--- src/pulse_timer_cfg.svh ---
// register offsets, field positions, reset values and timing counts for the pulse timer
// assumes inclusion by bare name from the package and the testbench
`ifndef PULSE_TIMER_CFG_SVH
`define PULSE_TIMER_CFG_SVH

// ==========================================
// register offsets
`define ADDR_CTRL_ONE   4'h0
`define ADDR_CTRL_TWO   4'h1
`define ADDR_CTRL_THREE 4'h2
`define ADDR_PERIOD     4'h3
`define ADDR_CMP_ONE    4'h4
`define ADDR_CMP_TWO    4'h5

// ==========================================
// field positions
`define F_INIT_ONE      0
`define F_INIT_TWO      1
`define F_EMG_EN        0
`define F_EMG_REL       1
`define F_RUN           0
`define F_STM_LO        1
`define F_STM_HI        2
`define F_EMG_FLAG      3
`define F_BUSY          4

// ==========================================
// reset values and encodings
`define RST_INIT        2'h0
`define RST_EMG_EN      1'h0
`define RST_STM         2'h0
`define RST_PERIOD      10'h3ff
`define RST_CMP         10'h000
`define STM_INIT        2'h0
`define STM_HOLD        2'h1
`define STM_END         2'h2

// ==========================================
// timing: low time on the emergency pin and response, in gear clock periods
`define EMG_MIN_LOW_GCK 4
`define EMG_RESP_GCK    4
`define EMG_FILT_CYC    (`EMG_MIN_LOW_GCK - 1)

`endif

--- src/pulse_timer_pkg.sv ---
// types shared by the pulse timer modules
// assumes the cfg header sits in the include path
package pulse_timer_pkg;
   `include "pulse_timer_cfg.svh"

   // ==========================================
   // counter sequencing states
   typedef enum logic [1:0] {
      ST_IDLE,
      ST_WAIT_TRIG,
      ST_COUNT
   } timer_state_t;

   typedef logic [1:0] stop_mode_t;
endpackage

--- src/emg_detect.sv ---
// low-level filter for the active-low emergency stop pin
// assumes the pin is synchronous to the clock; a stop needs a low lasting SAMPLES cycles
`timescale 1ns/1ps
module emg_detect #(
   parameter int SAMPLES = 3
) (
   input  wire logic clk,
   input  wire logic rst_b,
   input  wire logic pin_b,
   output logic      low_det
);
   logic [SAMPLES-1:0] smp_r;
   logic [SAMPLES-1:0] smp_nxt;

   // ==========================================
   // sample shift, one bit per clock
   always_comb begin
      smp_nxt = {smp_r[SAMPLES-2:0], pin_b};
   end

   always_ff @(posedge clk or negedge rst_b) begin
      if (!rst_b) begin
         smp_r <= {SAMPLES{1'b1}};
      end else begin
         smp_r <= smp_nxt;
      end
   end

   // low seen on every sample
   assign low_det = ~|smp_r;
endmodule

--- src/pulse_timer_emergency_stop.sv ---
// ten-bit pulse timer: two pulse outputs, period and trigger events, emergency output stop
// assumes SYS_CLK is the high-frequency gear clock and all inputs are synchronous to it
// Function
// - period event on command start and wrap
// - period event continues during emergency stop
// - start at stop level waits for trigger
// - emergency event whenever outputs are stopped
// - emergency enable gates pin, resets zero
// - accepted low forces initial levels, event
// - emergency stops outputs only, counter runs
// - pin valid only when port is input
// - pin sampled only while fast clock runs
// - emergency flag set on stop
// - release during low re-enters stop, event
// - every accepted stop gives an event
// - release works only when stopped, mode 00
// - no restart in emergency; software reprograms
// - outputs initialised within four clocks
// - leaving normal/idle modes resets timer
// - debug break freezes, drives initial levels
// - initial bit selects polarity per output
//
// Added by the designer: the plain strobed port and the register offsets.
`timescale 1ns/1ps
module pulse_timer_emergency_stop
   import pulse_timer_pkg::*;
#(
   parameter int CW = 10,
   parameter int DW = 16
) (
   input  wire logic          SYS_CLK,
   input  wire logic          RST_B,
   input  wire logic [3:0]    ADDR,
   input  wire logic [DW-1:0] WR_DATA,
   input  wire logic          WR_STB,
   input  wire logic          RD_STB,
   output logic      [DW-1:0] RD_DATA,
   input  wire logic          TRIG_PIN,
   input  wire logic          EMG_PIN_B,
   input  wire logic          EMG_PORT_IS_INPUT,
   input  wire logic          HF_CLK_RUN,
   input  wire logic          MODE_RUN_OK,
   input  wire logic          DBG_BREAK,
   input  wire logic          DBG_KEEP_RUN,
   output logic [1:0]         PULSE_OUT,
   output logic               PERIOD_IRQ,
   output logic               TRIG_IRQ,
   output logic               EMG_IRQ
);
   // register state
   logic [1:0]    init_r,   init_nxt;
   logic          emg_en_r, emg_en_nxt;
   logic          run_r,    run_nxt;
   stop_mode_t    stm_r,    stm_nxt;
   logic [CW-1:0] period_r, period_nxt;
   logic [CW-1:0] cmp_r [2];
   logic [CW-1:0] cmp_nxt [2];
   logic [DW-1:0] rd_r,     rd_nxt;
   // emergency state
   logic          emg_r,    emg_nxt;
   logic          eirq_r,   eirq_nxt;
   logic          low_det;
   logic          emg_accept;
   logic          rel_req;
   // timer state
   timer_state_t  st_r,     st_nxt;
   logic [CW-1:0] cnt_r,    cnt_nxt;
   logic          run_q_r,  run_q_nxt;
   logic          trig_q_r, trig_q_nxt;
   logic          hold_r,   hold_nxt;
   logic          pirq_r,   pirq_nxt;
   logic          tirq_r,   tirq_nxt;
   logic          freeze;
   logic          trig_rise;
   // outputs
   logic [1:0]    out_r,    out_nxt;
   logic [1:0]    wave;
   logic [1:0]    nxt_wave;

   // ==========================================
   // register file
   always_comb begin
      init_nxt   = init_r;
      emg_en_nxt = emg_en_r;
      run_nxt    = run_r;
      stm_nxt    = stm_r;
      period_nxt = period_r;
      cmp_nxt    = cmp_r;
      rd_nxt     = '0;
      rel_req    = 1'b0;
      if (WR_STB) begin
         case (ADDR)
            `ADDR_CTRL_ONE: begin
               init_nxt = WR_DATA[1:0];
            end
            `ADDR_CTRL_TWO: begin
               emg_en_nxt = WR_DATA[`F_EMG_EN];
               rel_req    = WR_DATA[`F_EMG_REL];
            end
            `ADDR_CTRL_THREE: begin
               run_nxt = WR_DATA[`F_RUN];
               stm_nxt = WR_DATA[`F_STM_HI:`F_STM_LO];
            end
            `ADDR_PERIOD: begin
               period_nxt = WR_DATA[CW-1:0];
            end
            `ADDR_CMP_ONE: begin
               cmp_nxt[0] = WR_DATA[CW-1:0];
            end
            `ADDR_CMP_TWO: begin
               cmp_nxt[1] = WR_DATA[CW-1:0];
            end
            default: begin
               rel_req = 1'b0;
            end
         endcase
      end
      // low-power mode entry clears the run request
      if (!MODE_RUN_OK) begin
         run_nxt = 1'b0;
      end
      if (RD_STB) begin
         case (ADDR)
            `ADDR_CTRL_ONE:   rd_nxt = {{(DW-2){1'b0}}, init_r};
            `ADDR_CTRL_TWO:   rd_nxt = {{(DW-1){1'b0}}, emg_en_r};
            `ADDR_CTRL_THREE: rd_nxt = {{(DW-5){1'b0}}, (st_r != ST_IDLE), emg_r, stm_r, run_r};
            `ADDR_PERIOD:     rd_nxt = {{(DW-CW){1'b0}}, period_r};
            `ADDR_CMP_ONE:    rd_nxt = {{(DW-CW){1'b0}}, cmp_r[0]};
            `ADDR_CMP_TWO:    rd_nxt = {{(DW-CW){1'b0}}, cmp_r[1]};
            default:          rd_nxt = '0;
         endcase
      end
   end

   always_ff @(posedge SYS_CLK or negedge RST_B) begin
      if (!RST_B) begin
         init_r   <= `RST_INIT;
         emg_en_r <= `RST_EMG_EN;
         run_r    <= 1'b0;
         stm_r    <= `RST_STM;
         period_r <= `RST_PERIOD;
         cmp_r[0] <= `RST_CMP;
         cmp_r[1] <= `RST_CMP;
         rd_r     <= '0;
      end else begin
         init_r   <= init_nxt;
         emg_en_r <= emg_en_nxt;
         run_r    <= run_nxt;
         stm_r    <= stm_nxt;
         period_r <= period_nxt;
         cmp_r    <= cmp_nxt;
         rd_r     <= rd_nxt;
      end
   end

   // ==========================================
   // emergency stop
   emg_detect #(
      .SAMPLES (`EMG_FILT_CYC)
   ) u_emg_detect (
      .clk     (SYS_CLK),
      .rst_b   (RST_B),
      .pin_b   (EMG_PIN_B),
      .low_det (low_det)
   );

   // accepted only when enabled, port is input and fast clock runs
   assign emg_accept = low_det & emg_en_r & EMG_PORT_IS_INPUT & HF_CLK_RUN;

   always_comb begin
      emg_nxt  = emg_r;
      eirq_nxt = 1'b0;
      // release only while stopped with initialising stop mode
      if (rel_req && !run_r && stm_r == `STM_INIT) begin
         emg_nxt = 1'b0;
         if (emg_accept) begin
            emg_nxt  = 1'b1;
            eirq_nxt = 1'b1;
         end
      end else if (emg_accept && !emg_r) begin
         emg_nxt  = 1'b1;
         eirq_nxt = 1'b1;
      end
   end

   always_ff @(posedge SYS_CLK or negedge RST_B) begin
      if (!RST_B) begin
         emg_r  <= 1'b0;
         eirq_r <= 1'b0;
      end else begin
         emg_r  <= emg_nxt;
         eirq_r <= eirq_nxt;
      end
   end

   // ==========================================
   // counter sequencing
   assign freeze    = DBG_BREAK & ~DBG_KEEP_RUN;
   assign trig_rise = TRIG_PIN & ~trig_q_r;

   always_comb begin
      st_nxt     = st_r;
      cnt_nxt    = cnt_r;
      hold_nxt   = hold_r;
      pirq_nxt   = 1'b0;
      tirq_nxt   = 1'b0;
      run_q_nxt  = run_r;
      trig_q_nxt = TRIG_PIN;
      case (st_r)
         ST_IDLE: begin
            // command start refused during emergency stop
            if (run_r && !run_q_r && !emg_r && MODE_RUN_OK) begin
               hold_nxt = 1'b0;
               cnt_nxt  = '0;
               if (!TRIG_PIN) begin
                  st_nxt = ST_WAIT_TRIG;
               end else begin
                  st_nxt   = ST_COUNT;
                  pirq_nxt = 1'b1;
               end
            end
         end
         ST_WAIT_TRIG: begin
            if (!run_r) begin
               st_nxt = ST_IDLE;
            end else if (trig_rise && !emg_r) begin
               st_nxt   = ST_COUNT;
               tirq_nxt = 1'b1;
            end
         end
         ST_COUNT: begin
            if (!run_r && stm_r != `STM_END) begin
               st_nxt   = ST_IDLE;
               cnt_nxt  = '0;
               hold_nxt = (stm_r == `STM_HOLD);
            end else if (!freeze) begin
               // counter keeps running through an emergency stop
               if (cnt_r == period_r) begin
                  cnt_nxt  = '0;
                  pirq_nxt = 1'b1;
                  if (!run_r) begin
                     st_nxt = ST_IDLE;
                  end
               end else begin
                  cnt_nxt = cnt_r + 1'b1;
               end
            end
         end
         default: begin
            st_nxt = ST_IDLE;
         end
      endcase
      // low-power mode entry initialises and halts
      if (!MODE_RUN_OK) begin
         st_nxt   = ST_IDLE;
         cnt_nxt  = '0;
         hold_nxt = 1'b0;
         pirq_nxt = 1'b0;
         tirq_nxt = 1'b0;
      end
   end

   always_ff @(posedge SYS_CLK or negedge RST_B) begin
      if (!RST_B) begin
         st_r     <= ST_IDLE;
         cnt_r    <= '0;
         hold_r   <= 1'b0;
         pirq_r   <= 1'b0;
         tirq_r   <= 1'b0;
         run_q_r  <= 1'b0;
         trig_q_r <= 1'b1;
      end else begin
         st_r     <= st_nxt;
         cnt_r    <= cnt_nxt;
         hold_r   <= hold_nxt;
         pirq_r   <= pirq_nxt;
         tirq_r   <= tirq_nxt;
         run_q_r  <= run_q_nxt;
         trig_q_r <= trig_q_nxt;
      end
   end

   // ==========================================
   // pulse outputs, one compare per output
   for (genvar i = 0; i < 2; i++) begin : g_wave
      assign wave[i]     = (cnt_nxt >= cmp_r[i]);
      assign nxt_wave[i] = init_r[i] ^ wave[i];
   end

   always_comb begin
      if (emg_nxt || freeze) begin
         out_nxt = init_r;
      end else if (st_nxt == ST_COUNT) begin
         out_nxt = nxt_wave;
      end else if (hold_nxt) begin
         out_nxt = out_r;
      end else begin
         out_nxt = init_r;
      end
   end

   always_ff @(posedge SYS_CLK or negedge RST_B) begin
      if (!RST_B) begin
         out_r <= `RST_INIT;
      end else begin
         out_r <= out_nxt;
      end
   end

   assign PULSE_OUT  = out_r;
   assign PERIOD_IRQ = pirq_r;
   assign TRIG_IRQ   = tirq_r;
   assign EMG_IRQ    = eirq_r;
   assign RD_DATA    = rd_r;
endmodule

--- config.mk ---
export PLATFORM = sky130hd
export DESIGN_NAME = pulse_timer_emergency_stop
export DESIGN_NICKNAME = d
export VERILOG_FILES = /design/src/pulse_timer_pkg.sv /design/src/emg_detect.sv /design/src/pulse_timer_emergency_stop.sv
export VERILOG_INCLUDE_DIRS = /design/src
export SDC_FILE = /design/constraint.sdc
export NUM_CORES = 1
export LEC_CHECK = 0
export ABC_AREA = 1
export BUFFER_PORTS_ARGS = -buffer_cell sky130_fd_sc_hd__buf_2
export CORE_AREA = 2 2 120 64
export DETAILED_ROUTE_END_ITERATION = 10
export DIE_AREA = 0 0 122 66
export PLACE_DENSITY = 0.8
export SLEW_MARGIN = 40
export SYNTH_ARGS = -nofsm -noshare
export SYNTH_HDL_FRONTEND = slang
export SYNTH_HIERARCHICAL = 1
export SYNTH_SLANG_ARGS = --single-unit
--- constraint.sdc ---
create_clock -name SYS_CLK -period 6.45 [get_ports SYS_CLK]
set_clock_uncertainty 0.05 [all_clocks]
set_input_delay 0.9675 -clock SYS_CLK [delete_from_list [all_inputs] [get_ports SYS_CLK]]
set_output_delay 0.9675 -clock SYS_CLK [all_outputs]
set_load 0.02 [all_outputs]
==> out/qor.yml <==
drive_above_1_share: 0.1749
tightestPinTransition_ns: 0.7141
min_path_cells: 0
use_met1: 0.4185
crit_required_ns: 6.63
port-buffer-count: 39
ff2ff_path_depth: 21
wl_microns: 10530
synth-async-reset-ratio: 1.000
max_freq_mhz: 275.9
synth_ff_type: "dfrtp_1"
drc: 0
synth_largest_area_cell: "dfrtp_1"
die_h_microns: 66
gr-usage-met3: 0.1190
synthCells: 519
rsz0062_at_grt: "no"
period_needed_ns: 3.625
finalMaxSlewViolations: 0
yosys.area.top_type_share: 0.3464
synth.avg_cell_area_sq_um: 7.794
crit_arrival_ns: 3.80
synth-seq-cells: 70
period_share: 0.5620
htreeDepth: 3
track_usage: 0.2896
finalSetupTns_ns: 0
use_met2: 0.4064
syn_area_sq_um: 4045
cts_setup_buffers: 0
cap_violations: 0
ir_drop_uv: 167.2
grt_max_degree: 71
start_kind: "primary input"
start_util: 0.5763
yosysMostFrequentCell: "nand2_1"
busiest_layer: "met1"
synthTopCellsByArea: "dfrtp_1 (35%), nand2_1 (12%), dfstp_2 (9.1%)"
ys_seq_area_frac: 0.4374
nNetsFinal: 613
num_rows: 22
relSlewSlack: 0.5228
clock_path_buffers: 2
clkSlewWorstSetupHoldPaths_ns: 0.06
clock_latency_ns: 0.34
path_max_fanout: 14
utilization: 0.6544
num_io_pins: 52
hpwlAfterDp_microns: 7947
p_per_area_nw_per_um2: 270.9
drt-initial-drc-count: 433
final-setup-viol-count: 0
grt_pass1_wl_microns: 17120
via_per_inst: 5.582
yosysUniqueCellTypes: 44
diodes: 0
wl_per_cell_microns: 15.91
min_path_type: "reg -> reg"
core-area_sq_um: 7019
hold_viol_final: 0
grt_overflow: 0
dr_total_vias: 3695
die_x_microns: 122
cts_resized: 0
cts_buffers: 9
drtPass1Iterations: 6
p_leak_nw: 2.401
clockRootBuffer: "clkbuf_16"
synthToLayoutAreaGrowth_pct: 13.55
antenna_found_initial: 1
synth-edff-count: 0
end_kind: "flop"
worst-setup-path-type: "in -> reg"
cts.sinks: 70
ant_nets: 0
cts_tree: "done"
cts_hold_buf: 0
globalplace.congestion: 0.9539
status: "finished clean"
ys_warn_count: 6
synth_commonest_cells: "nand2_1 (130), inv_1 (81), dfrtp_1 (56)"
die_area_sq_um: 8052
grt_pass1_vias: 3323
==> metrics by stage <==
stage	area [sq um]	setup slack, ns	instances	total power, mW	hold WS, ns
3_3_place_gp	4309	2.653	646	0.7784	0.3042
5_1_grt	4593	2.601	662	1.317	0.3228
6_report	4593	2.825	662	1.244	0.3161
2_1_floorplan	4064	3.407	524	0.7061	0.3040
4_1_cts	4588	2.964	662	1.246	0.3156
3_5_place_dp	4313	2.593	646	0.7905	0.3070
==> metal layers <==
layer  wire length [microns]  up-vias
li1                        -     1755
met1                    4962     1745
met2                    4285      183
met3                    1171       12
met4                     114        0
met5                       0        -
==> placed cells by master, fill, tap and decap left out, types with 2 or more instances in the layout <==
cell / Yosys / routed
xnor2_1: 2 / 2
o21bai_1: 3 / 3
conb_1: 1 / 6
clkbuf_16: 0 / 9
a221oi_1: 3 / 3
inv_1: 81 / 81
dfrtp_1: 56 / 56
a21oi_1: 18 / 18
nor3_1: 6 / 6
clkinv_2: 1 / 3
o21ai_0: 43 / 43
nand3_1: 16 / 16
nand4_1: 12 / 12
o21ai_1: 3 / 3
ha_1: 21 / 21
nor2_1: 37 / 37
nor2_2: 4 / 4
nand2_2: 7 / 7
xor2_1: 4 / 4
buf_2: 2 / 39
a211oi_2: 1 / 2
nor2_4: 4 / 4
dfstp_2: 14 / 14
nand3_2: 2 / 2
o22ai_1: 7 / 7
inv_2: 5 / 5
nand2_1: 130 / 130
a31oi_1: 3 / 3
a21o_1: 2 / 2
o2111ai_1: 2 / 2
o221ai_1: 2 / 2
o211ai_1: 3 / 3
clkinvlp_4: 0 / 3
==> report_power, final <==
part / internal, mW / switching, mW / total [mW]
Combinational: 0.0788 / 0.156 / 0.234
Sequential: 0.505 / 0.0502 / 0.555
Clock: 0.260 / 0.194 / 0.455
==> critical path, stage by stage <==
cell and delay (ns):
buf_2 0.20, nand3_1 0.20, inv_1 0.15, nand2_1 0.19, a21oi_1 0.10, a211oi_1 0.57, ha_1 0.38, nand2_1 0.12
inv_1 0.06, nand2_1 0.06, nand2_1 0.06, nand2_1 0.06, nand3_1 0.06, nor2_1 0.27, nor2_1 0.10, nand3_1 0.09
nand2_1 0.06, nand3_1 0.06, nand2_1 0.05
==> worst paths after layout <==
| path | start | to | slack, ns |
|---|---|---|---|
| hold reg to reg | u_emg_detect/smp_r[0]$_DFF_PN1_ | u_emg_detect/smp_r[1]$_DFF_PN1_ | 0.32 |
| hold / removal | u_emg_detect/smp_r[0]$_DFF_PN1_ | u_emg_detect/smp_r[1]$_DFF_PN1_ | 0.32 |
| min in group asynchronous | RST_B | cmp_r[17]$_DFFE_PN0P_ | 0.66 |
| max in group asynchronous | RST_B | cnt_r[9]$_DFF_PN0_ | 5.24 |
| setup reg to reg | cnt_r[0]$_DFF_PN0_ | PULSE_OUT[0]$_DFFE_PN0P_ | 2.99 |
| setup / recovery | MODE_RUN_OK | PULSE_OUT[0]$_DFFE_PN0P_ | 2.83 |
==> logic make-up (layout without fill, tap and decap cells) <==
kind of cell	Yosys count	count (layout)	synth area share
adders and majority gates	21	21	0.06495
and+or+nand+nor	221	221	0.2385
xor gates and xnor gates	6	6	0.01299
buffers and inverters	102	144	0.1011
DFF	70	70	0.4374
other	1	6	0.0009270
AOI/OAI and AO/OA	98	98	0.1441
==> state kept, by name (all words and copies together) (netlist names) <==
register,cells
cmp_r,20
RD_DATA,10
cnt_r,10
period_r,10
u_emg_detect/smp_r,3
PULSE_OUT,2
init_r,2
st_r,2
stm_r,2
EMG_IRQ,1
PERIOD_IRQ,1
TRIG_IRQ,1
emg_en_r,1
emg_r,1
hold_r,1
run_q_nxt,1
run_q_r,1
trig_q_r,1
==> final cells by class <==
cell class / count / area [sq um]
multi-input cells: 352 / 1891
fillers: 602 / 2426
clock inverters: 7 / 50.05
clock buffers: 9 / 225.2
flip-flops and latches: 70 / 1769
well taps: 96 / 120.1
inverters: 88 / 331.6
repair buffers: 40 / 206.4
No activity file was read; power rests on OpenSTA's default activity.
